==> src/bldcc_pkg.sv <==
package bldcc_pkg;
   localparam int CLK_PERIOD_NS = 4;
   localparam int FILT_TIME_NS = 1000;
   localparam int FILT_CYC = (FILT_TIME_NS + CLK_PERIOD_NS - 1) / CLK_PERIOD_NS;
   localparam int SECTORS = 6;
   localparam int SYNC_STAGES = 3;
   localparam logic [2:0] CODE_ZERO = 3'h0;
   localparam logic [2:0] CODE_ONES = 3'h7;
   localparam logic [2:0] STEP_RESET = 3'h0;
   localparam logic [2:0] HALL_RESET = 3'h5;
   localparam logic [15:0] DIV12_MUL = 16'h1556;
   localparam int DIV12_SHIFT = 16;

   typedef struct packed {
      logic uh;
      logic ul;
      logic vh;
      logic vl;
      logic wh;
      logic wl;
   } bldcc_gate_s;

   typedef struct packed {
      logic [11:0] u;
      logic [11:0] v;
      logic [11:0] w;
   } bldcc_adc_s;

   localparam bldcc_gate_s GATE_OFF = '0;
endpackage

==> src/bldcc_cap_mem.sv <==
`timescale 1ns/100ps
module bldcc_cap_mem import bldcc_pkg::*; #(
   parameter int WIDTH = 16,
   parameter int DEPTH = 6,
   parameter int AW = 3
) (
   input wire logic clk,
   input wire logic we,
   input wire logic [AW-1:0] addr,
   input wire logic [WIDTH-1:0] wdata,
   output logic [WIDTH-1:0] rdata_q
);
   // Read-before-write: the old word of the slot being replaced comes out.
   logic [WIDTH-1:0] mem [DEPTH];

   always_ff @(posedge clk) begin
      rdata_q <= mem[addr];
      if (we) begin
         mem[addr] <= wdata;
      end
   end
endmodule

==> src/bldcc_commutator.sv <==
// Operation
// - Step to the next conduction pattern every sixty degrees so each switch conducts for one hundred twenty.
// - Combine the three Hall levels into a code of six distinct values, one per sixty-degree sector.
// - In sensored mode, on each Hall level change, load the pattern belonging to the new code and the selected direction.
// - In sensored mode capture the free-running timer on each Hall edge and take speed from a revolution back.
// - In sensorless mode drive only two phases and watch the sign change only on the floating phase.
// - Expect six zero-crossings per electrical revolution, two per phase, giving sixty-degree resolution.
// - Compare each phase with the pseudo neutral and form a one when the phase is higher, else zero.
// - Delay the comparison pattern by thirty degrees, the delay computed from the estimated speed.
// - With converter samples, form the neutral from the sum of the three samples and compare digitally.
// - With external comparators, treat each comparator edge as an event input.
// - Filter the zero-cross inputs against commutation spikes and PWM switching noise.
// - In sensorless mode capture the timer at each commutating zero-cross and take speed from a revolution back.
// - At start-up step through the patterns at a forced rate, independent of rotor position.
`timescale 1ns/100ps
module bldcc_commutator import bldcc_pkg::*; #(
   parameter int TW = 16,
   parameter int FILT_LEN = FILT_CYC
) (
   input wire logic clk,
   input wire logic rst_n,
   input wire logic run_enable,
   input wire logic sensorless_mode,
   input wire logic adc_source,
   input wire logic forward_rotation_direction,
   input wire logic hall_sensor_u_input,
   input wire logic hall_sensor_v_input,
   input wire logic hall_sensor_w_input,
   input wire logic [2:0] comparator_in,
   input wire bldcc_adc_s adc_sample,
   input wire logic adc_valid,
   input wire logic [TW-1:0] startup_period,
   input wire logic [7:0] lock_count,
   output bldcc_gate_s gate_q,
   output logic fault_q,
   output logic [2:0] position_q,
   output logic [TW-1:0] speed_period_q,
   output logic speed_valid_q,
   output logic locked_q,
   output logic commutate
);
   // Fixed forward Hall order; step index i follows seq(i).
   function automatic logic [2:0] seq(input logic [2:0] s);
      case (s)
         3'h0: seq = 3'h5;
         3'h1: seq = 3'h4;
         3'h2: seq = 3'h6;
         3'h3: seq = 3'h2;
         3'h4: seq = 3'h3;
         default: seq = 3'h1;
      endcase
   endfunction

   function automatic logic [2:0] step_of(input logic [2:0] c);
      case (c)
         3'h5: step_of = 3'h0;
         3'h4: step_of = 3'h1;
         3'h6: step_of = 3'h2;
         3'h2: step_of = 3'h3;
         3'h3: step_of = 3'h4;
         default: step_of = 3'h5;
      endcase
   endfunction

   function automatic logic [2:0] step_adv(input logic [2:0] s, input logic fwd);
      if (fwd) begin
         step_adv = (s == 3'h5) ? 3'h0 : s + 3'h1;
      end else begin
         step_adv = (s == 3'h0) ? 3'h5 : s - 3'h1;
      end
   endfunction

   // Reverse rotation swaps high and low sides, which turns the torque around.
   function automatic bldcc_gate_s gate_of(input logic [2:0] c, input logic fwd);
      bldcc_gate_s g;
      g = GATE_OFF;
      case (step_of(c))
         3'h0: begin g.uh = 1'b1; g.vl = 1'b1; end
         3'h1: begin g.uh = 1'b1; g.wl = 1'b1; end
         3'h2: begin g.vh = 1'b1; g.wl = 1'b1; end
         3'h3: begin g.vh = 1'b1; g.ul = 1'b1; end
         3'h4: begin g.wh = 1'b1; g.ul = 1'b1; end
         default: begin g.wh = 1'b1; g.vl = 1'b1; end
      endcase
      if (!fwd) begin
         g = '{uh: g.ul, ul: g.uh, vh: g.vl, vl: g.vh, wh: g.wl, wl: g.wh};
      end
      gate_of = g;
   endfunction

   function automatic logic code_valid(input logic [2:0] c);
      code_valid = (c != CODE_ZERO) && (c != CODE_ONES);
   endfunction

   // Pin synchronisers; bit 2 is hall U / comparator U.
   logic [2:0] hall_s1_q, hall_s2_q, hall_s3_q, cmp_s1_q, cmp_s2_q, cmp_s3_q;
   logic [2:0] hall_q, adc_bits_q, filt_q, cmp_pat_q, pseudo_q, step_q;
   logic [$clog2(FILT_LEN+1)-1:0] filt_cnt_q;
   logic [TW-1:0] timer_q, force_cnt_q, delay_q, cap_q;
   logic [7:0] lock_cnt_q;
   logic [2:0] wptr_q;
   logic [2:0] caps_q;
   logic cap_pend_q, delay_run_q;
   logic [TW-1:0] old_cap;

   always_ff @(posedge clk or negedge rst_n) begin
      if (!rst_n) begin
         hall_s1_q <= HALL_RESET;
         hall_s2_q <= HALL_RESET;
         hall_s3_q <= HALL_RESET;
         cmp_s1_q <= CODE_ZERO;
         cmp_s2_q <= CODE_ZERO;
         cmp_s3_q <= CODE_ZERO;
      end else begin
         hall_s1_q <= {hall_sensor_u_input, hall_sensor_v_input, hall_sensor_w_input};
         hall_s2_q <= hall_s1_q;
         hall_s3_q <= hall_s2_q;
         cmp_s1_q <= comparator_in;
         cmp_s2_q <= cmp_s1_q;
         cmp_s3_q <= cmp_s2_q;
      end
   end

   wire hall_stable = (hall_s2_q == hall_s3_q);
   wire hall_chg = !sensorless_mode && hall_stable && (hall_s3_q != hall_q);

   // Neutral is sum/3; comparing 3*phase with the sum avoids a divider.
   wire [13:0] adc_sum = 14'(adc_sample.u) + 14'(adc_sample.v) + 14'(adc_sample.w);
   wire [2:0] adc_cmp = {(14'(adc_sample.u) * 14'h3) > adc_sum,
                         (14'(adc_sample.v) * 14'h3) > adc_sum,
                         (14'(adc_sample.w) * 14'h3) > adc_sum};
   wire cmp_agree = (cmp_s2_q == cmp_s3_q);
   wire [2:0] zc_src = adc_source ? adc_bits_q : cmp_s3_q;
   wire src_ok = adc_source ? !(adc_valid && adc_cmp != adc_bits_q) : cmp_agree;

   // Only the phase with neither switch on may be watched.
   wire [2:0] float_mask = {!(gate_q.uh || gate_q.ul), !(gate_q.vh || gate_q.vl), !(gate_q.wh || gate_q.wl)};
   wire [2:0] cmp_next = (cmp_pat_q & ~float_mask) | (filt_q & float_mask);
   wire zc = sensorless_mode && run_enable && ((cmp_next ^ cmp_pat_q) != 3'h0);
   wire [2:0] exp_code = seq(step_adv(step_of(cmp_pat_q), forward_rotation_direction));
   wire zc_good = zc && (cmp_next == exp_code);
   wire force_tick = sensorless_mode && run_enable && !locked_q && (force_cnt_q >= startup_period);
   wire [31:0] div_prod = 32'(speed_period_q) * 32'(DIV12_MUL);
   wire [TW-1:0] delay_load = speed_valid_q ? TW'(div_prod >> DIV12_SHIFT) : TW'(1);
   wire delay_done = delay_run_q && (delay_q <= TW'(1));
   wire cap_ev = sensorless_mode ? (zc && locked_q) : hall_chg;
   wire [2:0] code_sel = !sensorless_mode ? hall_q : (locked_q ? pseudo_q : seq(step_q));
   wire code_ok = code_valid(code_sel);

   assign commutate = hall_chg || delay_done || force_tick;

   always_ff @(posedge clk or negedge rst_n) begin
      if (!rst_n) begin
         hall_q <= HALL_RESET;
         adc_bits_q <= CODE_ZERO;
         filt_q <= CODE_ZERO;
         filt_cnt_q <= '0;
         cmp_pat_q <= HALL_RESET;
      end else begin
         if (hall_chg) begin
            hall_q <= hall_s3_q;
         end
         if (adc_valid) begin
            adc_bits_q <= adc_cmp;
         end
         if (!src_ok || zc_src == filt_q) begin
            filt_cnt_q <= '0;
         end else if (32'(filt_cnt_q) >= FILT_LEN - 1) begin
            filt_q <= zc_src;
            filt_cnt_q <= '0;
         end else begin
            filt_cnt_q <= filt_cnt_q + 1'b1;
         end
         if (zc) begin
            cmp_pat_q <= cmp_next;
         end else if (force_tick) begin
            cmp_pat_q <= seq(step_adv(step_q, forward_rotation_direction));
         end
      end
   end

   always_ff @(posedge clk or negedge rst_n) begin
      if (!rst_n) begin
         step_q <= STEP_RESET;
         force_cnt_q <= '0;
         lock_cnt_q <= '0;
         locked_q <= 1'b0;
         delay_q <= '0;
         delay_run_q <= 1'b0;
         pseudo_q <= HALL_RESET;
      end else begin
         force_cnt_q <= (force_tick || locked_q || !sensorless_mode || !run_enable) ? '0 : force_cnt_q + 1'b1;
         if (force_tick) begin
            step_q <= step_adv(step_q, forward_rotation_direction);
         end
         if (!sensorless_mode || !run_enable) begin
            lock_cnt_q <= '0;
            locked_q <= 1'b0;
         end else if (zc && !locked_q) begin
            lock_cnt_q <= zc_good ? lock_cnt_q + 1'b1 : '0;
            locked_q <= zc_good && (lock_cnt_q + 1'b1 >= lock_count);
         end
         if (zc && locked_q) begin
            delay_q <= delay_load;
            delay_run_q <= 1'b1;
         end else if (delay_done) begin
            delay_run_q <= 1'b0;
            pseudo_q <= cmp_pat_q;
         end else if (delay_run_q) begin
            delay_q <= delay_q - 1'b1;
         end
         if (!locked_q) begin
            pseudo_q <= cmp_pat_q;
         end
      end
   end

   always_ff @(posedge clk or negedge rst_n) begin
      if (!rst_n) begin
         gate_q <= GATE_OFF;
         fault_q <= 1'b0;
         position_q <= CODE_ZERO;
      end else begin
         position_q <= code_sel;
         fault_q <= run_enable && !code_ok;
         gate_q <= (run_enable && code_ok) ? gate_of(code_sel, forward_rotation_direction) : GATE_OFF;
      end
   end

   bldcc_cap_mem #(.WIDTH(TW), .DEPTH(SECTORS), .AW(3)) u_cap_mem (
      .clk(clk),
      .we(cap_ev),
      .addr(wptr_q),
      .wdata(timer_q),
      .rdata_q(old_cap)
   );

   // Six captures back is one electrical revolution, so uneven sensor spacing cancels.
   always_ff @(posedge clk or negedge rst_n) begin
      if (!rst_n) begin
         timer_q <= '0;
         wptr_q <= '0;
         caps_q <= '0;
         cap_q <= '0;
         cap_pend_q <= 1'b0;
         speed_period_q <= '0;
         speed_valid_q <= 1'b0;
      end else begin
         timer_q <= timer_q + 1'b1;
         cap_pend_q <= cap_ev;
         if (cap_ev) begin
            cap_q <= timer_q;
            wptr_q <= (wptr_q == 3'(SECTORS - 1)) ? '0 : wptr_q + 1'b1;
            caps_q <= (caps_q == 3'(SECTORS)) ? caps_q : caps_q + 1'b1;
         end
         if (cap_pend_q && caps_q == 3'(SECTORS)) begin
            speed_period_q <= cap_q - old_cap;
            speed_valid_q <= 1'b1;
         end
         if (sensorless_mode && !locked_q) begin
            caps_q <= '0;
            speed_valid_q <= 1'b0;
         end
      end
   end

   a_gate_two_phase: assert property (@(posedge clk) disable iff (!rst_n)
      gate_q != GATE_OFF |-> $countones(gate_q) == 2 && (gate_q.uh + gate_q.vh + gate_q.wh) == 1)
      else $error("gate pattern does not drive exactly two phases");
   a_invalid_off: assert property (@(posedge clk) disable iff (!rst_n)
      run_enable && !code_ok |=> gate_q == GATE_OFF && fault_q)
      else $error("invalid code did not switch gates off with fault");
   a_hall_update: assert property (@(posedge clk) disable iff (!rst_n)
      hall_chg && run_enable |-> ##1 (hall_q == $past(hall_s3_q)) ##1 (!code_valid(hall_q) || gate_q != GATE_OFF))
      else $error("hall change did not load new code");
   a_float_watch: assert property (@(posedge clk) disable iff (!rst_n)
      zc |=> ((cmp_pat_q ^ $past(cmp_pat_q)) & ~$past(float_mask)) == 3'h0)
      else $error("driven phase bit changed on zero-cross");
   a_forced_step: assert property (@(posedge clk) disable iff (!rst_n)
      force_tick |=> step_q == step_adv($past(step_q), $past(forward_rotation_direction)))
      else $error("forced start-up did not advance one step");
   a_speed_calc: assert property (@(posedge clk) disable iff (!rst_n)
      cap_pend_q && caps_q == 3'(SECTORS) && !(sensorless_mode && !locked_q) |=>
      speed_period_q == $past(cap_q) - $past(old_cap))
      else $error("speed period not taken from revolution back");
   a_lock_hold: assert property (@(posedge clk) disable iff (!rst_n)
      $rose(locked_q) |-> $past(zc_good) && $past(lock_cnt_q) + 8'h1 >= $past(lock_count))
      else $error("handover without enough consistent crossings");
   a_delay_bound: assert property (@(posedge clk) disable iff (!rst_n)
      zc && locked_q && delay_load == TW'(1) |=> delay_done)
      else $error("minimum delay did not end after one cycle");
   a_adc_compare: assert property (@(posedge clk) disable iff (!rst_n)
      adc_valid |=> adc_bits_q == $past(adc_cmp))
      else $error("converter comparison not captured");
endmodule

==> config.mk <==
export PLATFORM = sky130hd
export DESIGN_NAME = bldcc_commutator
export DESIGN_NICKNAME = d
export VERILOG_FILES = /design/src/bldcc_pkg.sv /design/src/bldcc_cap_mem.sv /design/src/bldcc_commutator.sv
export SDC_FILE = /design/constraint.sdc
export NUM_CORES = 1
export LEC_CHECK = 0
export ABC_CLOCK_PERIOD_IN_PS = 14500
export BUFFER_PORTS_ARGS = -buffer_cell sky130_fd_sc_hd__buf_2
export CORE_MARGIN = 3
export CORE_UTILIZATION = 68
export DETAILED_ROUTE_END_ITERATION = 16
export PLACE_DENSITY = 0.93
export SLEW_MARGIN = 15
export SYNTH_ARGS = -nofsm -noshare
export SYNTH_HDL_FRONTEND = slang
export SYNTH_SLANG_ARGS = --single-unit
==> constraint.sdc <==
create_clock -name clk -period 14.5 [get_ports clk]
set_clock_uncertainty 0.15 [all_clocks]
set_input_delay 2.9 -clock clk [delete_from_list [all_inputs] [get_ports clk]]
set_output_delay 2.9 -clock clk [all_outputs]
set_load 0.05 [all_outputs]
==> results of run 1 <==
## final cells by class
cell class	count	area, um2
fill	1540	6520
inverter	230	863
multi-input combinational	1289	10800
timing repair buffer	111	587
clock buffer	35	693
sequential	264	7020
tap	372	465
clock inverter	11	131
## power breakdown
part / total [W] / switching, W / internal [W] / leakage (nW)
sequential: 0.000923 / 0.0000722 / 0.000851 / 2.98
combinational: 0.000795 / 0.000458 / 0.000337 / 6.49
clock: 0.000660 / 0.000273 / 0.000387 / 0.408
total: 0.00238 / 0.000803 / 0.00157 / 9.88
## cell usage in the layout, fill, tap and decap left out, types with 33 or more instances in the layout
cell	netlist	final
fa_1	77	77
o21ai_0	74	74
nand3_1	36	36
a21oi_1	85	85
edfxtp_1	96	96
dfrtp_1	140	139
ha_1	230	230
a21o_1	35	35
inv_1	230	230
buf_2	2	100
mux2i_1	33	33
xnor2_1	79	79
nand2_1	129	129
xor2_1	47	47
nor2_1	148	148
## cell families (layout without fill, tap and decap cells)
family | count (synthesis) | in the layout | synth area share
and+or+nand+nor | 459 | 459 | 0.114
AOI/OAI and AO/OA | 337 | 337 | 0.122
adders and majority gates | 308 | 308 | 0.235
buffers and inverters | 266 | 387 | 0.0532
DFF | 264 | 264 | 0.373
xor gates and xnor gates | 127 | 127 | 0.0595
muxes | 58 | 58 | 0.0421
## state kept, by name (all words and copies together), names as in the netlist, 6 cells and up
signal / flops
u_cap_mem.mem: 96
cap_q: 16
delay_q: 16
force_cnt_q: 16
speed_period_q: 16
timer_q: 16
u_cap_mem.rdata_q: 16
filt_cnt_q: 8
lock_cnt_q: 8
gate_q: 6
## metrics by stage
step | util | worst slack, ns
after global placement | 0.729 | 5.90
after detailed placement | 0.729 | 5.92
after CTS | 0.759 | 5.75
after floorplan | - | 6.30
final | 0.759 | 5.68
after global routing | 0.759 | 5.59
## metal layers
metal | up-vias | track usage | share of wire
met1 | 6950 | 0.349 | 0.39
met2 | 569 | 0.534 | 0.52
li1 | 6496 | - | -
met5 | - | 0 | 0
met4 | 0 | 0.110 | 0.033
met3 | 134 | 0.0366 | 0.057
## worst paths after layout
check                                  startpoint            to  slack, ns  depth (start not counted)
worst max-delay path            startup_period[0]     commutate       5.68                         14
worst min-delay path                 hall_s1_q[0]  hall_s2_q[0]       0.21                          0
worst max register to register  speed_period_q[1]   delay_q[11]       8.07                         19
worst min register to register       hall_s1_q[0]  hall_s2_q[0]       0.21                          0
max in group asynchronous                   rst_n     wptr_q[0]      10.48                          2
min in group asynchronous                   rst_n   cmp_s1_q[2]       2.28                          1
==> out/results.md, run 1 <==
## Logic synthesis
• Synth Area per Inst: 10.3 um2
• YS warnings: 0
• Mapped Nets: 2199
• share of flip-flops with an asynchronous set or reset after synthesis: 0.576
• netlist area before placement: 18800 um2
• number of distinct standard cells referenced by the synthesized netlist: 84
• leading register cell type out of synthesis: dfrtp_1
• sequential-to-total area share from yosys stat: 0.373
• most area-hungry cell type in the Yosys netlist: dfrtp_1
• register bit total from synthesis: 264
• cells after synthesis: 1819
• ranking of synthesized cells by instance count: 230 x ha_1, 230 x inv_1, 148 x nor2_1, 140 x dfrtp_1, 129 x nand2_1
• leading cell types by total area after synthesis: dfrtp_1 19%, edfxtp_1 15%, ha_1 15%, fa_1 8.2%, inv_1 4.6%
• number of enable flip-flop cells after synthesis: 96
• area fraction of the dominant cell type after synthesis: 0.186

## Layout
• Area Overhead vs Synth: 9.40%
• antenna diode instance count: 0
• proportion of layout cells with a drive suffix above 1: 0.114
• NumNets Final: 2301
• post-route non-filler standard cell count: 2312
• Design Area, Final: 20600 um2

## Drt
• count of TritonRoute iterations in the first routing pass: 8
• via count: 14100
• antenna-violating nets left: 0
• post-detailed-routing wire length: 43.1 mm
• detail-routed net length per standard cell: 18.7 um
• DRC viols: 0
• violation count after the first detailed-route iteration: 978
• Vias per Instance: 6.12

## Setup path
• worst endpoint required time: 11.45 ns
• CP Buf/Inv Count: 2
• type of element launching the critical path: input pin
• CP max stage cell: buf_2
• family with the most delay on the worst path: compound AO/OA/AOI/OAI gates
• worst endpoint data arrival time: 5.77 ns
• crit path capture type: output port
• cell breakdown of the critical path: buf_2, ha_1, nand2b_1, a21o_1, a21o_1, a21o_1, a21o_1, a21o_1, a21o_1, a21oi_1, o2111ai_1, nand2_1, nand3_1, buf_2
• category of the critical setup timing path: input pin to output port
• largest fanout of any net on the critical path: 5
• delay of the slowest cell on the worst path: 0.28 ns
• most repeated library cell on the critical path: a21o_1

## Floorplanning
• placeable core region: 27100 um2
• horizontal extent of the die: 172 um
• Die ar.: 29700 um2
• ports placed on the boundary: 102
• effective utilization at floorplan: 0.694
• # rows: 60
• DIE HEIGHT: 172 um

## STA
• Final Cycle Share: 0.609
• Highest Clock Rate: 113 MHz
• accumulated negative setup slack: 0 ns
• transition time at the pin with the least slew margin: 1.00 ns
• unrepaired setup endpoints after global routing: false
• worst slew margin relative to its limit: 0.331
• Slew Limit Fails: 0
• final hold violations: 0
• number of setup violations in the final report: 0
• minimum period implied by the final worst setup slack: 8.82 ns
• worst-case hold slack: 0.211 ns

## Global route
• initial antenna violation count: 0
• pin count of the biggest net entering global routing: 90
• vias in the first global route: 14900
• first-pass GRT wire length: 69.9 mm
• Total Routing Usage GR: 0.290
• grt ovf: 0

## Run status
• run status: finished, final reports clean

## Clock tree
• TritonCTS clock tree: yes
• buffer levels on the longest clock path: 3
• clock buffers created by TritonCTS: 25
• number of gates resized after CTS: 0
• CTS Root Buffer Type: clkbuf_16
• clock tree sinks: 264
• H-tree level count: 1
• clock transition at the registers of the reported paths: 0.06 ns
• Post-CTS Setup Inserts: 0
• worst-skew pair later-pin latency: 0.53 ns
• total of hold buffers inserted after clock tree synthesis: 0

## Worst hold path
• Hold Path Class: flop to flop

## Place
• Detailed Place HPWL: 31.6 mm
• cell area after placement: 19700 um2
• cell total after placement: 2266
• count of port buffers added during placement: 101
• final weighted congestion in routability-driven placement: 0.934

## Run
• total of max-cap violations: 0

## Power
• power density of the placed cells: 116 nW/um2
• leakage: 9.88 nW
• Max VDD drop: 96.6 uV
• Overall Power: 0.00238 W

(Power assumes the default switching activity.)
==> run 2, diff against run 1 <==
ABC_AREA = 1   (was not set)
ABC_CLOCK_PERIOD_IN_PS = 8260   (was 14500)
CORE_UTILIZATION = 63   (was 68)
PLACE_DENSITY = 0.88   (was 0.93)
clock period = 8.26 ns   (was 14.5 ns; I/O delays follow)
==> out/results.md, run 2 <==
## Run status
• run status: finished, final reports clean

## Clock tree
• H-tree level count: 1, unchanged
• TritonCTS clock tree: yes
• clock buffers created by TritonCTS: 26, +4.0%
• clock tree sinks: 264, unchanged
• buffer levels on the longest clock path: 3, unchanged
• total of hold buffers inserted after clock tree synthesis: 0, unchanged
• worst-skew pair later-pin latency: 0.53 ns, about the same
• Post-CTS Setup Inserts: 0, unchanged
• clock transition at the registers of the reported paths: 0.06 ns, about the same
• number of gates resized after CTS: 0, unchanged
• CTS Root Buffer Type: clkbuf_16

## Drt
• via count: 15400, +9.1%
• DRC viols: 0, unchanged
• post-detailed-routing wire length: 44.1 mm, +2.1%
• count of TritonRoute iterations in the first routing pass: 7, -1
• violation count after the first detailed-route iteration: 1143, +17%
• detail-routed net length per standard cell: 16.4 um, -12%
• antenna-violating nets left: 0, unchanged
• Vias per Instance: 5.73, -6.4%

## Layout
• Area Overhead vs Synth: 9.39%, about the same
• most frequent cells in the layout: 402 x nand2_1, 352 x inv_1, 230 x ha_1
• proportion of layout cells with a drive suffix above 1: 0.0894, -0.0245
• post-route non-filler standard cell count: 2694, +17%
• antenna diode instance count: 0, unchanged
• NumNets Final: 2664, +16%
• max FFs per register: 96, unchanged
• Design Area, Final: 21000 um2, +2.1%
• number of filler instances in the final layout: 2125, +38%
• top register by number of flip-flops: u_cap_mem.mem
• most frequent standard cell in the layout excluding fill and tap cells: nand2_1

## Logic synthesis
• sequential-to-total area share from yosys stat: 0.366, -0.00773
• cells after synthesis: 2179, +20%
• Mapped Nets: 2559, +16%
• most area-hungry cell type in the Yosys netlist: dfrtp_1
• area fraction of the dominant cell type after synthesis: 0.182, -0.00386
• most numerous cell in the Yosys netlist: nand2_1
• netlist area before placement: 19200 um2, +2.1%
• number of enable flip-flop cells after synthesis: 96, unchanged
• Synth Area per Inst: 8.81 um2, -15%
• leading register cell type out of synthesis: dfrtp_1
• register bit total from synthesis: 264, unchanged
• number of distinct standard cells referenced by the synthesized netlist: 56, -33%
• YS warnings: 0, unchanged
• share of flip-flops with an asynchronous set or reset after synthesis: 0.576, unchanged
• ranking of synthesized cells by instance count: 402 x nand2_1, 352 x inv_1, 230 x ha_1, 143 x nor2_1, 140 x dfrtp_1
• leading cell types by total area after synthesis: dfrtp_1 18%, edfxtp_1 15%, ha_1 15%, fa_1 8.0%, nand2_1 7.9%

## STA
• Highest Clock Rate: 189 MHz
• minimum period implied by the final worst setup slack: 5.30 ns
• unrepaired setup endpoints after global routing: false
• number of setup violations in the final report: 0, unchanged
• worst slew margin relative to its limit: 0.216, -0.115
• accumulated negative setup slack: 0 ns, unchanged
• transition time at the pin with the least slew margin: 1.17 ns, +0.174 ns
• final hold violations: 0, unchanged
• Slew Limit Fails: 0, unchanged
• Final Cycle Share: 0.642

## Setup path
• worst endpoint required time: 6.46 ns, -4.99 ns
• type of element launching the critical path: input pin
• worst endpoint data arrival time: 3.50 ns, -2.27 ns
• crit path capture type: output port
• largest fanout of any net on the critical path: 10, +5
• category of the critical setup timing path: input pin to output port

## Global route
• vias in the first global route: 15800, +6.3%
• initial antenna violation count: 0, unchanged
• Total Routing Usage GR: 0.270, -0.0209
• grt ovf: 0, unchanged
• first-pass GRT wire length: 74.2 mm, +6.1%
• pin count of the biggest net entering global routing: 81, -10%

## Power
• Max VDD drop: 149 uV, +55%
• power density of the placed cells: 202 nW/um2, +75%
• leakage: 10.5 nW, +6.3%

## Floorplanning
• ports placed on the boundary: 102, unchanged
• Die ar.: 32600 um2, +9.9%
• # rows: 63, +5.0%
• placeable core region: 29900 um2, +10%
• horizontal extent of the die: 181 um, +4.8%
• DIE HEIGHT: 181 um, +4.8%
• effective utilization at floorplan: 0.643, -0.0511

## Run
• total of max-cap violations: 0, unchanged

## Place
• cell area after placement: 20200 um2, +2.2%
• Detailed Place HPWL: 32.7 mm, +3.5%
• final weighted congestion in routability-driven placement: 0.905, -3.1%
• cell total after placement: 2646, +17%
• count of port buffers added during placement: 101, unchanged

## Worst hold path
• Hold Path Class: flop to flop

[run 2: cell count changes after synthesis, moves of 33 or more]
cell and change:
a21oi_1 +42, inv_1 +122, mux2i_1 -33, nand2_1 +273, nand3_1 +85, xnor2_1 -43
[run 2: worst paths after layout]
path	startpoint	to	slack, ns	cells past startpoint
worst max-delay path	startup_period[1]	commutate	2.96	12
worst min-delay path	cmp_s1_q[1]	cmp_s2_q[1]	0.20	0
worst max register to register	speed_period_q[6]	delay_q[11]	3.06	19
worst min register to register	cmp_s1_q[1]	cmp_s2_q[1]	0.20	0
max in group asynchronous	rst_n	timer_q[10]	5.53	2
min in group asynchronous	rst_n	delay_q[8]	1.00	1
[run 2: stage by stage]
stage	setup slack, ns	power (W)	util	hold WS, ns
detailed placement	2.42	0.00307	0.675	0.186
floorplan	3.00	0.00268	-	0.181
finish	2.96	0.00424	0.703	0.198
global placement	2.62	0.00300	0.675	0.185
global route	2.55	0.00452	0.703	0.206
CTS	2.99	0.00423	0.703	0.201
[run 2: critical path, cell delays in order]
cell,delay [ns]
buf_2,0.09
inv_1,0.04
ha_1,0.30
a21oi_1,0.16
nor2_1,0.06
a211oi_1,0.17
o221ai_1,0.14
nand2_1,0.07
o2111ai_1,0.15
nand2_1,0.33
nand3b_1,0.13
buf_2,0.23
[run 2: kinds of logic (layout without fill, tap and decap cells)]
group,count (synthesis),after routing,synth area share
XOR/XNOR,102,102,0.0465
adder cells (fa/ha/maj),307,307,0.230
AO/OA/AOI/OAI,337,337,0.103
buffers and inverters,391,516,0.0768
flip-flops,264,264,0.366
AND/OR/NAND/NOR,778,778,0.178
[run 2: layout make-up]
class | count | area [um2] | area share
Sequential cell | 264 | 7020 | 0.334
Tap cell | 390 | 488 | 0.0232
Clock inverter | 16 | 136 | 0.00649
Inverter | 358 | 1340 | 0.0640
Timing Repair Buffer | 110 | 579 | 0.0276
Multi-Input combinational cell | 1524 | 10700 | 0.511
Clock buffer | 32 | 694 | 0.0331
[run 2: power by group]
part           switching [W]  internal (W)
Clock               0.000492      0.000661
Combinational       0.000973      0.000539
Sequential         0.0000882       0.00149
Total                0.00155       0.00269
[run 2: per-layer routing]
metal | track usage | vias to the layer above | share of wire
met3 | 0.0289 | 118 | 0.059
met2 | 0.466 | 556 | 0.49
met1 | 0.355 | 7306 | 0.42
met5 | 0 | - | 0
met4 | 0.0955 | 0 | 0.033
li1 | - | 7459 | -
